[config.mk]
export PLATFORM = sky130hd
export DESIGN_NAME = adc_channel_and_priority_control
export DESIGN_NICKNAME = d
export VERILOG_FILES = /design/src/common/adc_ctrl_pkg.sv /design/src/design/adc_scan_range.sv /design/src/design/adc_settle_timer.sv /design/src/design/adc_channel_and_priority_control.sv
export SDC_FILE = /design/constraint.sdc
export NUM_CORES = 1
export LEC_CHECK = 0
export BUFFER_PORTS_ARGS = -buffer_cell sky130_fd_sc_hd__clkbuf_2
export CAP_MARGIN = 0
export CORE_ASPECT_RATIO = 1.5
export CORE_UTILIZATION = 57
export DETAILED_ROUTE_END_ITERATION = 8
export GPL_TIMING_DRIVEN = 0
export PLACE_DENSITY = 0.86
export SLEW_MARGIN = 5
export SYNTH_ARGS = -nofsm -noshare
export SYNTH_HDL_FRONTEND = slang
export SYNTH_SLANG_ARGS = --single-unit
[constraint.sdc]
create_clock -name i_mclk -period 3.41 [get_ports i_mclk]
set_input_delay 0.341 -clock i_mclk [delete_from_list [all_inputs] [get_ports i_mclk]]
set_output_delay 0.341 -clock i_mclk [all_outputs]
set_load 0.03 [all_outputs]
[src/common/adc_ctrl_pkg.sv]
// Overview of operation
// RULE_01 - Software sets conversion modes before writing the normal start bit.
// RULE_02 - Reference enable bit 7 powers reference; start waits 3 us after enabling.
// RULE_03 - Software clears reference enable before entering standby after conversion.
// RULE_04 - Idle operation bit 6: 0 halts converter in idle, 1 keeps running.
// RULE_05 - Scan width bit picks four-input groups or eight-input groups for scans.
// RULE_06 - Fixed mode selects input equal to channel code 0 to 11.
// RULE_07 - Priority done flag bit 7 reads 0 before/during, 1 after completion.
// RULE_08 - Priority busy flag bit 6 reads 1 while top-priority conversion runs.
// RULE_09 - Writing 1 to trigger starts priority conversion on chosen input; reads 0.
// RULE_10 - Reserved bit 4 of both mode registers stored and returned, otherwise ignored.
package adc_ctrl_pkg;
  localparam logic [7:0] OFS_SETUP = 8'h08;
  localparam logic [7:0] OFS_PRIO = 8'h0C;
  localparam logic [7:0] OFS_START = 8'h04;
  localparam logic [7:0] OFS_IRQ_STATUS = 8'h40;
  localparam logic [7:0] OFS_IRQ_MASK = 8'h44;
  localparam logic [7:0] OFS_STATUS = 8'h48;
  localparam int BIT_REF_EN = 7;
  localparam int BIT_IDLE_OP = 6;
  localparam int BIT_SCAN_W = 5;
  localparam int BIT_RSVD = 4;
  localparam int BIT_PDONE = 7;
  localparam int BIT_PBUSY = 6;
  localparam int BIT_PTRIG = 5;
  localparam int BIT_START = 0;
  localparam int BIT_SCAN = 1;
  localparam logic [7:0] RESET_SETUP = 8'h00;
  localparam logic [7:0] RESET_PRIO = 8'h00;
  localparam logic [3:0] LAST_NORMAL_CH = 4'hB;
  localparam logic [3:0] LAST_PRIO_CH = 4'hC;
  localparam int CLK_MHZ = 125;
  localparam int REF_SETTLE_NS = 3000;
  localparam int REF_SETTLE_CYC = (REF_SETTLE_NS * CLK_MHZ + 999) / 1000;
  localparam int IRQ_W = 4;
  localparam int IRQ_PDONE = 0;
  localparam int IRQ_NDONE = 1;
  localparam int IRQ_START_EARLY = 2;
  localparam int IRQ_BAD_CODE = 3;

  typedef struct packed {
    logic req;
    logic [3:0] ch;
  } conv_req_t;

  typedef struct packed {
    logic [3:0] first_ch;
    logic [3:0] last_ch;
  } scan_range_t;
endpackage

[src/design/adc_scan_range.sv]
`timescale 1ns/10ps
module adc_scan_range (
  input wire logic i_scan,
  input wire logic i_scan_w,
  input wire logic [3:0] i_code,
  output adc_ctrl_pkg::scan_range_t o_range
);
  always_comb begin
    o_range.last_ch = i_code;
    if (!i_scan) begin
      o_range.first_ch = i_code; // RULE_06
    end else if (i_scan_w) begin
      o_range.first_ch = {i_code[3], 3'h0}; // RULE_05
    end else begin
      o_range.first_ch = {i_code[3:2], 2'h0}; // RULE_05
    end
  end
endmodule

[src/design/adc_settle_timer.sv]
`timescale 1ns/10ps
module adc_settle_timer (
  input wire logic i_mclk,
  input wire logic i_sys_rst,
  input wire logic i_enable,
  output logic o_ready
);
  logic [15:0] cnt_reg;
  always_ff @(posedge i_mclk or posedge i_sys_rst) begin
    if (i_sys_rst) begin
      cnt_reg <= 16'h0000;
    end else if (!i_enable) begin
      cnt_reg <= 16'h0000;
    end else if (cnt_reg != 16'(adc_ctrl_pkg::REF_SETTLE_CYC)) begin
      cnt_reg <= cnt_reg + 16'h0001; // RULE_02
    end
  end
  assign o_ready = i_enable && (cnt_reg == 16'(adc_ctrl_pkg::REF_SETTLE_CYC));
endmodule

[src/design/adc_channel_and_priority_control.sv]
// Decided for this implementation: register access over APB and the register addresses.
`timescale 1ns/10ps
module adc_channel_and_priority_control (
  input wire logic i_mclk,
  input wire logic i_sys_rst,
  input wire logic i_psel,
  input wire logic i_penable,
  input wire logic i_pwrite,
  input wire logic [7:0] i_paddr,
  input wire logic [31:0] i_pwdata,
  output logic [31:0] o_prdata,
  output logic o_pready,
  output logic o_pslverr,
  input wire logic i_chip_idle,
  input wire logic i_core_done,
  output logic o_ref_on,
  output logic o_core_run,
  output logic o_conv_req,
  output logic o_conv_prio,
  output logic [3:0] o_conv_ch,
  output logic [3:0] o_scan_first,
  output logic [3:0] o_scan_last,
  output logic o_scan,
  output logic o_irq
);
  typedef enum logic [1:0] {ST_IDLE, ST_NORMAL, ST_PRIO} conv_state_t;

  logic [7:0] setup_reg;
  logic [7:0] prio_reg;
  logic scan_reg;
  logic normal_busy_reg;
  logic prio_done_reg;
  logic [3:0] irq_stat_reg;
  logic [3:0] irq_mask_reg;
  logic [3:0] irq_event;
  logic core_done_s1_reg;
  logic core_done_s2_reg;
  logic idle_s1_reg;
  logic idle_s2_reg;
  logic core_done_s3_reg;
  logic core_done_rise;
  logic ref_ready;
  logic wr_en;
  logic rd_en;
  logic hit;
  logic prio_trig_wr;
  logic normal_start_wr;
  logic prio_pending_reg;
  logic normal_pending_reg;
  logic run_allowed;
  logic prio_go;
  logic normal_go;
  logic setup_wr;
  logic prio_wr;
  logic start_wr;
  logic prio_code_ok;
  logic normal_code_ok;
  conv_state_t state_reg;
  adc_ctrl_pkg::conv_req_t req_reg;
  adc_ctrl_pkg::scan_range_t range;

  function automatic logic addr_is(input logic [7:0] a, input logic [7:0] ofs);
    addr_is = (a == ofs);
  endfunction

  // A start or trigger with a prohibited code is refused and sets nothing pending
  function automatic logic code_ok(input logic [3:0] code, input logic [3:0] last);
    code_ok = (code <= last);
  endfunction

  assign wr_en = i_psel && i_penable && i_pwrite;
  // Read data captured in the setup cycle so it stands at the access edge
  assign rd_en = i_psel && !i_penable && !i_pwrite;
  assign hit = addr_is(i_paddr, adc_ctrl_pkg::OFS_SETUP) || addr_is(i_paddr, adc_ctrl_pkg::OFS_PRIO)
    || addr_is(i_paddr, adc_ctrl_pkg::OFS_START) || addr_is(i_paddr, adc_ctrl_pkg::OFS_IRQ_STATUS)
    || addr_is(i_paddr, adc_ctrl_pkg::OFS_IRQ_MASK) || addr_is(i_paddr, adc_ctrl_pkg::OFS_STATUS);
  assign o_pready = 1'b1;
  assign o_pslverr = i_psel && i_penable && !hit;
  assign setup_wr = wr_en && addr_is(i_paddr, adc_ctrl_pkg::OFS_SETUP);
  assign prio_wr = wr_en && addr_is(i_paddr, adc_ctrl_pkg::OFS_PRIO);
  assign start_wr = wr_en && addr_is(i_paddr, adc_ctrl_pkg::OFS_START);
  assign prio_trig_wr = prio_wr && i_pwdata[adc_ctrl_pkg::BIT_PTRIG]; // RULE_09
  assign normal_start_wr = start_wr && i_pwdata[adc_ctrl_pkg::BIT_START];
  // Channel travels with the trigger, so the written code is the one to judge
  assign prio_code_ok = code_ok(i_pwdata[3:0], adc_ctrl_pkg::LAST_PRIO_CH); // RULE_09
  assign normal_code_ok = code_ok(setup_reg[3:0], adc_ctrl_pkg::LAST_NORMAL_CH); // RULE_06
  assign prio_go = prio_pending_reg && ref_ready && run_allowed; // RULE_02
  assign normal_go = normal_pending_reg && ref_ready && run_allowed; // RULE_02

  // Done from the analog side crosses in through two flops
  always_ff @(posedge i_mclk or posedge i_sys_rst) begin
    if (i_sys_rst) begin
      core_done_s1_reg <= 1'b0;
      core_done_s2_reg <= 1'b0;
      core_done_s3_reg <= 1'b0;
    end else begin
      core_done_s1_reg <= i_core_done;
      core_done_s2_reg <= core_done_s1_reg;
      core_done_s3_reg <= core_done_s2_reg;
    end
  end
  // A held done level counts once, else a queued request would end at once
  assign core_done_rise = core_done_s2_reg && !core_done_s3_reg;

  always_ff @(posedge i_mclk or posedge i_sys_rst) begin
    if (i_sys_rst) begin
      idle_s1_reg <= 1'b0;
      idle_s2_reg <= 1'b0;
    end else begin
      idle_s1_reg <= i_chip_idle;
      idle_s2_reg <= idle_s1_reg;
    end
  end

  adc_settle_timer u_settle (
    .i_mclk(i_mclk),
    .i_sys_rst(i_sys_rst),
    .i_enable(setup_reg[adc_ctrl_pkg::BIT_REF_EN]),
    .o_ready(ref_ready)
  );

  adc_scan_range u_range (
    .i_scan(scan_reg),
    .i_scan_w(setup_reg[adc_ctrl_pkg::BIT_SCAN_W]),
    .i_code(setup_reg[3:0]),
    .o_range(range)
  );

  // Setup register; reserved bit kept as written
  always_ff @(posedge i_mclk or posedge i_sys_rst) begin
    if (i_sys_rst) begin
      setup_reg <= adc_ctrl_pkg::RESET_SETUP;
    end else if (setup_wr) begin
      setup_reg <= i_pwdata[7:0]; // RULE_10
    end
  end

  // Trigger bit never stored, flags owned by hardware
  always_ff @(posedge i_mclk or posedge i_sys_rst) begin
    if (i_sys_rst) begin
      prio_reg <= adc_ctrl_pkg::RESET_PRIO;
    end else if (prio_wr) begin
      prio_reg <= {3'h0, i_pwdata[4:0]}; // RULE_10
    end
  end

  always_ff @(posedge i_mclk or posedge i_sys_rst) begin
    if (i_sys_rst) begin
      scan_reg <= 1'b0;
    end else if (start_wr) begin
      scan_reg <= i_pwdata[adc_ctrl_pkg::BIT_SCAN];
    end
  end

  // Converter halts in idle unless told to keep running
  assign run_allowed = !idle_s2_reg || setup_reg[adc_ctrl_pkg::BIT_IDLE_OP]; // RULE_04

  // Requests wait here until the reference has settled
  always_ff @(posedge i_mclk or posedge i_sys_rst) begin
    if (i_sys_rst) begin
      prio_pending_reg <= 1'b0;
    end else if (prio_trig_wr && prio_code_ok) begin
      prio_pending_reg <= 1'b1; // RULE_09
    end else if (state_reg == ST_PRIO) begin
      prio_pending_reg <= 1'b0;
    end
  end

  always_ff @(posedge i_mclk or posedge i_sys_rst) begin
    if (i_sys_rst) begin
      normal_pending_reg <= 1'b0;
    end else if (normal_start_wr && normal_code_ok) begin
      normal_pending_reg <= 1'b1;
    end else if (state_reg == ST_NORMAL) begin
      normal_pending_reg <= 1'b0;
    end
  end

  // Priority request preempts a pending normal one
  always_ff @(posedge i_mclk or posedge i_sys_rst) begin
    if (i_sys_rst) begin
      state_reg <= ST_IDLE;
      req_reg <= '0;
    end else begin
      case (state_reg)
        ST_IDLE: begin
          if (prio_go) begin
            state_reg <= ST_PRIO;
            req_reg <= '{req: 1'b1, ch: prio_reg[3:0]}; // RULE_09
          end else if (normal_go) begin
            state_reg <= ST_NORMAL;
            req_reg <= '{req: 1'b1, ch: range.first_ch}; // RULE_06
          end
        end
        ST_NORMAL, ST_PRIO: begin
          req_reg.req <= 1'b0;
          if (core_done_rise) begin
            state_reg <= ST_IDLE;
          end
        end
        default: state_reg <= ST_IDLE;
      endcase
    end
  end

  // Done flag drops when the trigger bit is written, before the priority run begins; a priority completion in that cycle sets it instead
  always_ff @(posedge i_mclk or posedge i_sys_rst) begin
    if (i_sys_rst) begin
      prio_done_reg <= 1'b0;
    end else if (state_reg == ST_PRIO && core_done_rise) begin
      prio_done_reg <= 1'b1; // RULE_07
    end else if (prio_trig_wr) begin
      prio_done_reg <= 1'b0; // RULE_07
    end
  end

  always_ff @(posedge i_mclk or posedge i_sys_rst) begin
    if (i_sys_rst) begin
      normal_busy_reg <= 1'b0;
    end else begin
      normal_busy_reg <= (state_reg == ST_NORMAL);
    end
  end

  always_comb begin
    irq_event = '0;
    irq_event[adc_ctrl_pkg::IRQ_PDONE] = (state_reg == ST_PRIO) && core_done_rise;
    irq_event[adc_ctrl_pkg::IRQ_NDONE] = (state_reg == ST_NORMAL) && core_done_rise;
    irq_event[adc_ctrl_pkg::IRQ_START_EARLY] = (normal_start_wr || prio_trig_wr) && !ref_ready;
    irq_event[adc_ctrl_pkg::IRQ_BAD_CODE] = (normal_start_wr && !normal_code_ok)
      || (prio_trig_wr && !prio_code_ok);
  end

  // Set beats a simultaneous write-one clear
  always_ff @(posedge i_mclk or posedge i_sys_rst) begin
    if (i_sys_rst) begin
      irq_stat_reg <= '0;
    end else if (wr_en && addr_is(i_paddr, adc_ctrl_pkg::OFS_IRQ_STATUS)) begin
      irq_stat_reg <= (irq_stat_reg & ~i_pwdata[3:0]) | irq_event;
    end else begin
      irq_stat_reg <= irq_stat_reg | irq_event;
    end
  end

  always_ff @(posedge i_mclk or posedge i_sys_rst) begin
    if (i_sys_rst) begin
      irq_mask_reg <= '0;
    end else if (wr_en && addr_is(i_paddr, adc_ctrl_pkg::OFS_IRQ_MASK)) begin
      irq_mask_reg <= i_pwdata[3:0];
    end
  end

  always_ff @(posedge i_mclk or posedge i_sys_rst) begin
    if (i_sys_rst) begin
      o_irq <= 1'b0;
    end else begin
      // A set mask bit keeps its status bit off the line
      o_irq <= |(irq_stat_reg & ~irq_mask_reg);
    end
  end

  always_ff @(posedge i_mclk or posedge i_sys_rst) begin
    if (i_sys_rst) begin
      o_prdata <= '0;
    end else if (rd_en) begin
      case (i_paddr)
        adc_ctrl_pkg::OFS_SETUP: o_prdata <= {24'h000000, setup_reg};
        adc_ctrl_pkg::OFS_PRIO: begin
          o_prdata <= {24'h000000, prio_done_reg, state_reg == ST_PRIO, 1'b0, prio_reg[4:0]}; // RULE_08
        end
        adc_ctrl_pkg::OFS_START: o_prdata <= {30'h00000000, scan_reg, 1'b0};
        adc_ctrl_pkg::OFS_IRQ_STATUS: o_prdata <= {28'h0000000, irq_stat_reg};
        adc_ctrl_pkg::OFS_IRQ_MASK: o_prdata <= {28'h0000000, irq_mask_reg};
        adc_ctrl_pkg::OFS_STATUS: o_prdata <= {29'h00000000, ref_ready, prio_pending_reg, normal_busy_reg};
        default: o_prdata <= '0;
      endcase
    end
  end

  // Reference follows its bit one cycle later; the settle wait gates starts instead
  always_ff @(posedge i_mclk or posedge i_sys_rst) begin
    if (i_sys_rst) begin
      o_ref_on <= 1'b0;
    end else begin
      o_ref_on <= setup_reg[adc_ctrl_pkg::BIT_REF_EN]; // RULE_02
    end
  end

  always_ff @(posedge i_mclk or posedge i_sys_rst) begin
    if (i_sys_rst) begin
      o_core_run <= 1'b0;
    end else begin
      o_core_run <= run_allowed; // RULE_04
    end
  end

  // Request pulse and channel launch on the same edge; range outputs reload from setup and scan bits every cycle
  always_ff @(posedge i_mclk or posedge i_sys_rst) begin
    if (i_sys_rst) begin
      o_conv_req <= 1'b0;
    end else begin
      o_conv_req <= req_reg.req;
    end
  end

  always_ff @(posedge i_mclk or posedge i_sys_rst) begin
    if (i_sys_rst) begin
      o_conv_prio <= 1'b0;
    end else begin
      o_conv_prio <= (state_reg == ST_PRIO); // RULE_08
    end
  end

  always_ff @(posedge i_mclk or posedge i_sys_rst) begin
    if (i_sys_rst) begin
      o_conv_ch <= 4'h0;
    end else begin
      o_conv_ch <= req_reg.ch;
    end
  end

  always_ff @(posedge i_mclk or posedge i_sys_rst) begin
    if (i_sys_rst) begin
      o_scan_first <= 4'h0;
    end else begin
      o_scan_first <= range.first_ch; // RULE_05
    end
  end

  always_ff @(posedge i_mclk or posedge i_sys_rst) begin
    if (i_sys_rst) begin
      o_scan_last <= 4'h0;
    end else begin
      o_scan_last <= range.last_ch; // RULE_05
    end
  end

  // Scan flag dropped while a priority run owns the core
  always_ff @(posedge i_mclk or posedge i_sys_rst) begin
    if (i_sys_rst) begin
      o_scan <= 1'b0;
    end else begin
      o_scan <= scan_reg && (state_reg != ST_PRIO);
    end
  end
endmodule

## Word-level counts from Yosys, hierarchy flattened

Cells that the tools add are included.

- Flip-flop bits (word level): 104
- Bits of input ports: 47
- Output and inout port bits: 52
- Word-level logic and storage cells: 123

- $add $sub $neg: 1
- $lt $le $gt $ge: 2
- Equality and inequality tests: 14
- Mux-type cells: 19
- Bitwise gates (word level): 6
- Reductions and logical operators: 53

Operator list:

| operator | number |
|---|---|
| 8-bit one-hot mux with 6 select lines | 1 |
| 16-bit two-way mux | 2 |
| 1-bit logical AND | 26 |
| 8-bit by 7-bit == test with 1-bit output (second input constant) | 3 |
| 16-bit by 1-bit adder with 16-bit output (second input constant) | 1 |
| 16-bit by 9-bit == test with 1-bit output (second input constant) | 1 |
| 8-bit by 4-bit == test with 1-bit output (second input constant) | 2 |
| 16-bit by 9-bit inequality test with 1-bit output (second input constant) | 1 |
| 5-bit two-way mux | 2 |
| 2-bit nonzero test | 5 |
| 4-bit AND | 2 |
| 8-bit by 3-bit == test with 1-bit output (second input constant) | 1 |
| 4-bit <= comparator (second input constant) | 2 |
| 1-bit logical NOT | 8 |
| 1-bit logical OR | 8 |
| 4-bit inverter | 2 |
| 4-bit OR | 2 |
| 1-bit two-way mux | 6 |
| 2-bit two-way mux | 3 |
| 3-bit two-way mux | 2 |
| 2-bit AND reduction | 3 |
| 4-bit two-way mux | 1 |
| 2-bit inequality test (second input constant) | 2 |
| 2-bit one-hot mux with 2 select lines | 1 |
| 8 further kinds | 8 |

## Depth between registers and ports, before layout

- Depth after elaboration: 8
- Mapped depth: 6
- Depth with buffers taken out: 6

## Modules after synthesis

Synthesis repeated with hierarchy kept, for this count alone.

- Cell total of the unflattened synthesis: 349
- Area total of the unflattened synthesis: 3846.2 um^2

Modules (own cells, without submodules):

| module | times used | cells each | area an instance (um^2) | sequential area each (um^2) |
|---|---|---|---|---|
| adc_channel_and_priority_control | 1 | 257 | 2932.8 | 1601.5 |
| adc_settle_timer | 1 | 84 | 852.1 | 400.4 |
| adc_scan_range | 1 | 8 | 61.3 | 0.0 |

## Worst setup path after synthesis

Ideal clock, no wire load.

- Kind: register -> register
- From: reg u_settle.cnt_reg[0]
- To: reg u_settle.cnt_reg[0]
- Setup time: 119 ps
- Arrival time: 1941 ps
- Required time: 3291 ps
- Setup slack: 1350 ps
- Stages on the path, launching flop included: 7
- Buffers on the path: 1
- Period minus slack after synthesis: 2060 ps
- Cell sequence: dfrtp_1 -> ha_1 -> or4bb_1 -> or4_1 -> buf_2 -> xor2_1 -> and2_1

- Word-level cells in the longest chain between the ends: 3
- Elaborated cells on any way between the ends: 5
- Classes of those cells: 1 x add/sub; 2 x eq/ne; 2 x mux

RTL lines:

| item | line | text |
|---|---|---|
| from (decl) | adc_settle_timer.sv:8 | `logic [15:0] cnt_reg;` |
| from (signal assigned) | adc_settle_timer.sv:15 | `cnt_reg <= cnt_reg + 16'h0001;` |
| 16-bit by 1-bit adder with 16-bit output | adc_settle_timer.sv:15 |  |
| 16-bit two-way mux | adc_settle_timer.sv:14 | `end else if (cnt_reg != 16'(adc_ctrl_pkg::REF_SETTLE_CYC)) begin` |
| 16-bit two-way mux | adc_settle_timer.sv:12 | `end else if (!i_enable) begin` |

Parallel ways exist; a longest one is shown, timed or not. The select of a mux whose other input is x is not followed.
A chain may end at the register's enable or synchronous reset.

## Worst setup path after layout

- From: reg u_settle.cnt_reg[0]
- To: reg state_reg[1]

- Word-level cells in the longest chain between the ends: 6
- Elaborated cells on any way between the ends: 10
- Classes of those cells: 2 x eq/ne; 2 x mux; 6 x reduce/logical

RTL lines:

| item | line | text |
|---|---|---|
| 16-bit by 9-bit == test with 1-bit output (*) | adc_settle_timer.sv:18 | `assign o_ready = i_enable && (cnt_reg == 16'(adc_ctrl_pkg::REF_SETTLE_CYC));` |
| 1-bit logical AND (*) | adc_settle_timer.sv:18 |  |
| 1-bit logical AND (on tied branches) (2 in series) | adc_channel_and_priority_control.sv:87, adc_channel_and_priority_control.sv:88 |  |
| 2-bit two-way mux or 3-bit inequality test (tied branches) | n/a |  |
| 2-bit one-hot mux with 2 select lines or 2-bit AND reduction (tied branches) | n/a |  |
| to (signal assigned) | adc_channel_and_priority_control.sv:182 | `state_reg <= ST_IDLE;` |
| to (signal assigned) | adc_channel_and_priority_control.sv:188 | `state_reg <= ST_PRIO;` |
| to (signal assigned) | adc_channel_and_priority_control.sv:191 | `state_reg <= ST_NORMAL;` |
| to (decl) | adc_channel_and_priority_control.sv:58 | `conv_state_t state_reg;` |

Every way passes the cells marked *; elsewhere a longest branch is shown, timed or not.

==> results.toml <==
[run_status]
outcome = "finished, final reports clean"

[sta]
final-setup-viol-count = 0
maxSlewViolCount = 0
rsz0062_at_grt = "false"
fin_tns_setup_ns = 0
finClkSkew_ns = 0.0110
slew_headroom_pct = 43.7
finalCritPeriodShare_pct = 70.1
timing.fmax_mhz = 419
min_period_ns = 2.39
tightest_slew_ns = 0.836
hold_viol_final = 0

[worst_setup_path]
crit_fanout = 4
r2r-start = "u_settle.cnt_reg[0]"
start_kind = "flip-flop"
cp-end-kind = "flip-flop"
worst-setup-path-type = "flip-flop to flip-flop"
worstPathArrival_ns = 2.62
reg2reg_slack_ns = 1.02
r2r_cells = 5
required_ns = 3.64
r2r_end = "state_reg[1]"

[min_path]
hp-class = "input pin to flip-flop"
hp-start = "i_core_done"
min_to = "core_done_s1_reg"
hold_depth = 1

[cts]
cts_tree = "yes"
cts_root_buffer = "clkbuf_8"
cts_buffers = 9
htree_levels = 3
clock_path_buffers = 2
cts.repair.resized = 0
post_cts_buffers = 0
clock_latency_ns = 0.35
cts.clk_slew.worst_paths_ns = 0.08
numClockSinks = 79
ctsHoldBuffers = 1

[floorplan]
die_x_um = 68.2
start_util_pct = 59.9
rows = 35
io_pins = 99
die_h_um = 101
die_area_sq_um = 6910
core_sq_um = 6260

[cells_and_area]
fill_cells = 437
drive_gt1_share_pct = 32.1
synthToLayoutAreaGrowth_pct = 18.7
largest_reg_flops = 16
antenna_cells = 0
nNetsFinal = 460

[logic_synthesis]
seq_area_frac_synth_pct = 52.7
ys_ff_latch = 79
syn_area_per_cell_sq_um = 11.6
ys_types = 50
ys_warn_count = 0
ys_async_sr_fraction_pct = 100
synthCells = 324
ys.flop_type = "dfrtp_1"
synth_edf_count = 0
syn_area_sq_um = 3750

[pwr]
p_leak_nw = 2.24
worst_ir_drop_vdd_mv = 0.250
p_per_area_nw_per_um2 = 434
finalPower_w = 0.00193

[routing]
route.detailed.drc = 0
avgRoutedWirePerCell_um = 16.5
drt_wl_total_mm = 8.07
drtPass1Iterations = 4
drt_iter0_markers = 227
viasPerCell = 5.53
route.vias.total = 2701
antenna_left = 0

[run]
maxCapViolCount = 0

[grt]
grt_use_met3_pct = 6.64
grt_antenna_before_repair = 0
grt_max_degree = 53
gr-usage-met1_pct = 26.3
track_usage_pct = 25.8
grt_use_met2_pct = 44.9
grt_pass1_vias = 2684
grt_first_pass_wirelength_mm = 12.8
busiest_layer = "met2"
grt-ovfl-total = 0

[placement]
port_buffers = 49
gp_congestion = 0.884
dpl.hpwl_mm = 5.91
## per-stage QoR
stage	area [sq um]	setup WS (ns)	hold slack [ns]	utilization [%]	cells
finish	4450	1.02	0.0952	71.1	488
CTS	4450	1.05	0.0808	71.1	488
floorplan	3840	1.05	0.331	-	347
detailed placement	4200	1.06	0.337	67.1	471
global placement	4170	0.283	0.332	66.7	470
global route	4450	0.896	0.0707	71.1	488
## layout by cell type, fill, tap and decap left out, types with 5 or more instances in the layout
| master | count |
|---|---|
| clkbuf_8 | 9 |
| nand3_1 | 12 |
| mux2_2 | 28 |
| nand2b_1 | 7 |
| nand2_1 | 21 |
| nor2b_1 | 8 |
| clkbuf_2 | 49 |
| o21ai_0 | 9 |
| nor2_1 | 5 |
| inv_1 | 11 |
| dfrtp_1 | 79 |
| conb_1 | 25 |
| mux2i_1 | 12 |
| a22o_1 | 5 |
| and2_1 | 13 |
| xnor2_1 | 7 |
| nand4_1 | 7 |
| clkbuf_1 | 7 |
| buf_4 | 27 |
## synth_stat cells, drive strengths merged (2+ instances only)
cell type	instances	area [sq um]
o22ai	4	25.0
dfrtp	79	1980
a21boi	4	30.0
inv	12	45.0
and3	3	20.0
o221ai	4	35.0
clkbuf	5	18.8
or3b	2	17.5
conb	2	7.51
nand3	12	60.1
mux2i	12	120
nor4	5	52.6
nand4	7	43.8
mux2	28	315
nor2b	8	50.1
nor2	5	18.8
a22o	5	43.8
nor3	2	10.0
o31ai	2	15.0
o211ai	3	22.5
or3	2	12.5
buf	32	224
xnor2	7	61.3
a31o	2	17.5
xor2	3	26.3
nand2b	7	43.8
a32o	2	20.0
ha	4	50.1
and2	13	81.3
nand2	21	78.8
and4	3	27.5
o21ai	9	45.0
or4	5	41.3
## cell families after synthesis
group	synth area share, %
mux	11.6
flops	52.7
other cells	0.200
compound gates	8.34
simple gates	15.8
buf+inv	7.67
fa+ha+maj	1.33
xor+xnor	2.34
## per-layer routing
layer,vias to the layer above,share of wire (%),routed length (um)
met4,0,5.1,415
met3,33,4.1,327
met5,-,0,0
li1,1270,-,-
met1,1295,37,2960
met2,103,54,4370
## layout make-up
class	count	area [sq um]	area share [%]
flip-flops and latches	79	1980	44.4
multi-input cells	219	1570	35.3
repair buffers	51	283	6.35
plain buffers	37	243	5.45
clock buffers	11	131	2.95
clock inverters	5	106	2.39
well taps	74	92.6	2.08
inverters	12	47.5	1.07
## worst max-delay path by stage
stage          depth (start not counted)               end           startpoint  slack, ns
2_1_floorplan                          1  core_done_s1_reg            i_sys_rst       1.05
3_3_place_gp                           2       prio_reg[4]            i_sys_rst       0.28
3_5_place_dp                           5      state_reg[1]  u_settle.cnt_reg[0]       1.06
4_1_cts                                5      state_reg[1]  u_settle.cnt_reg[0]       1.05
5_1_grt                                5      state_reg[1]  u_settle.cnt_reg[0]       0.90
6_report                               5      state_reg[1]  u_settle.cnt_reg[0]       1.02
## where the power goes
group          switching (W)  total [W]  internal [W]
sequential        0.00000519   0.000951      0.000945
combinational       0.000106   0.000159     0.0000533
clock               0.000336   0.000824      0.000488
total               0.000447    0.00193       0.00149
## critical path, stage by stage (launching register included)
cell     delay, ns
dfrtp_1       0.40
ha_1          0.20
or4bb_1       0.54
nor4_1        0.57
nand3_1       0.22
o31ai_1       0.35
Power figures use the tool's default switching activity.
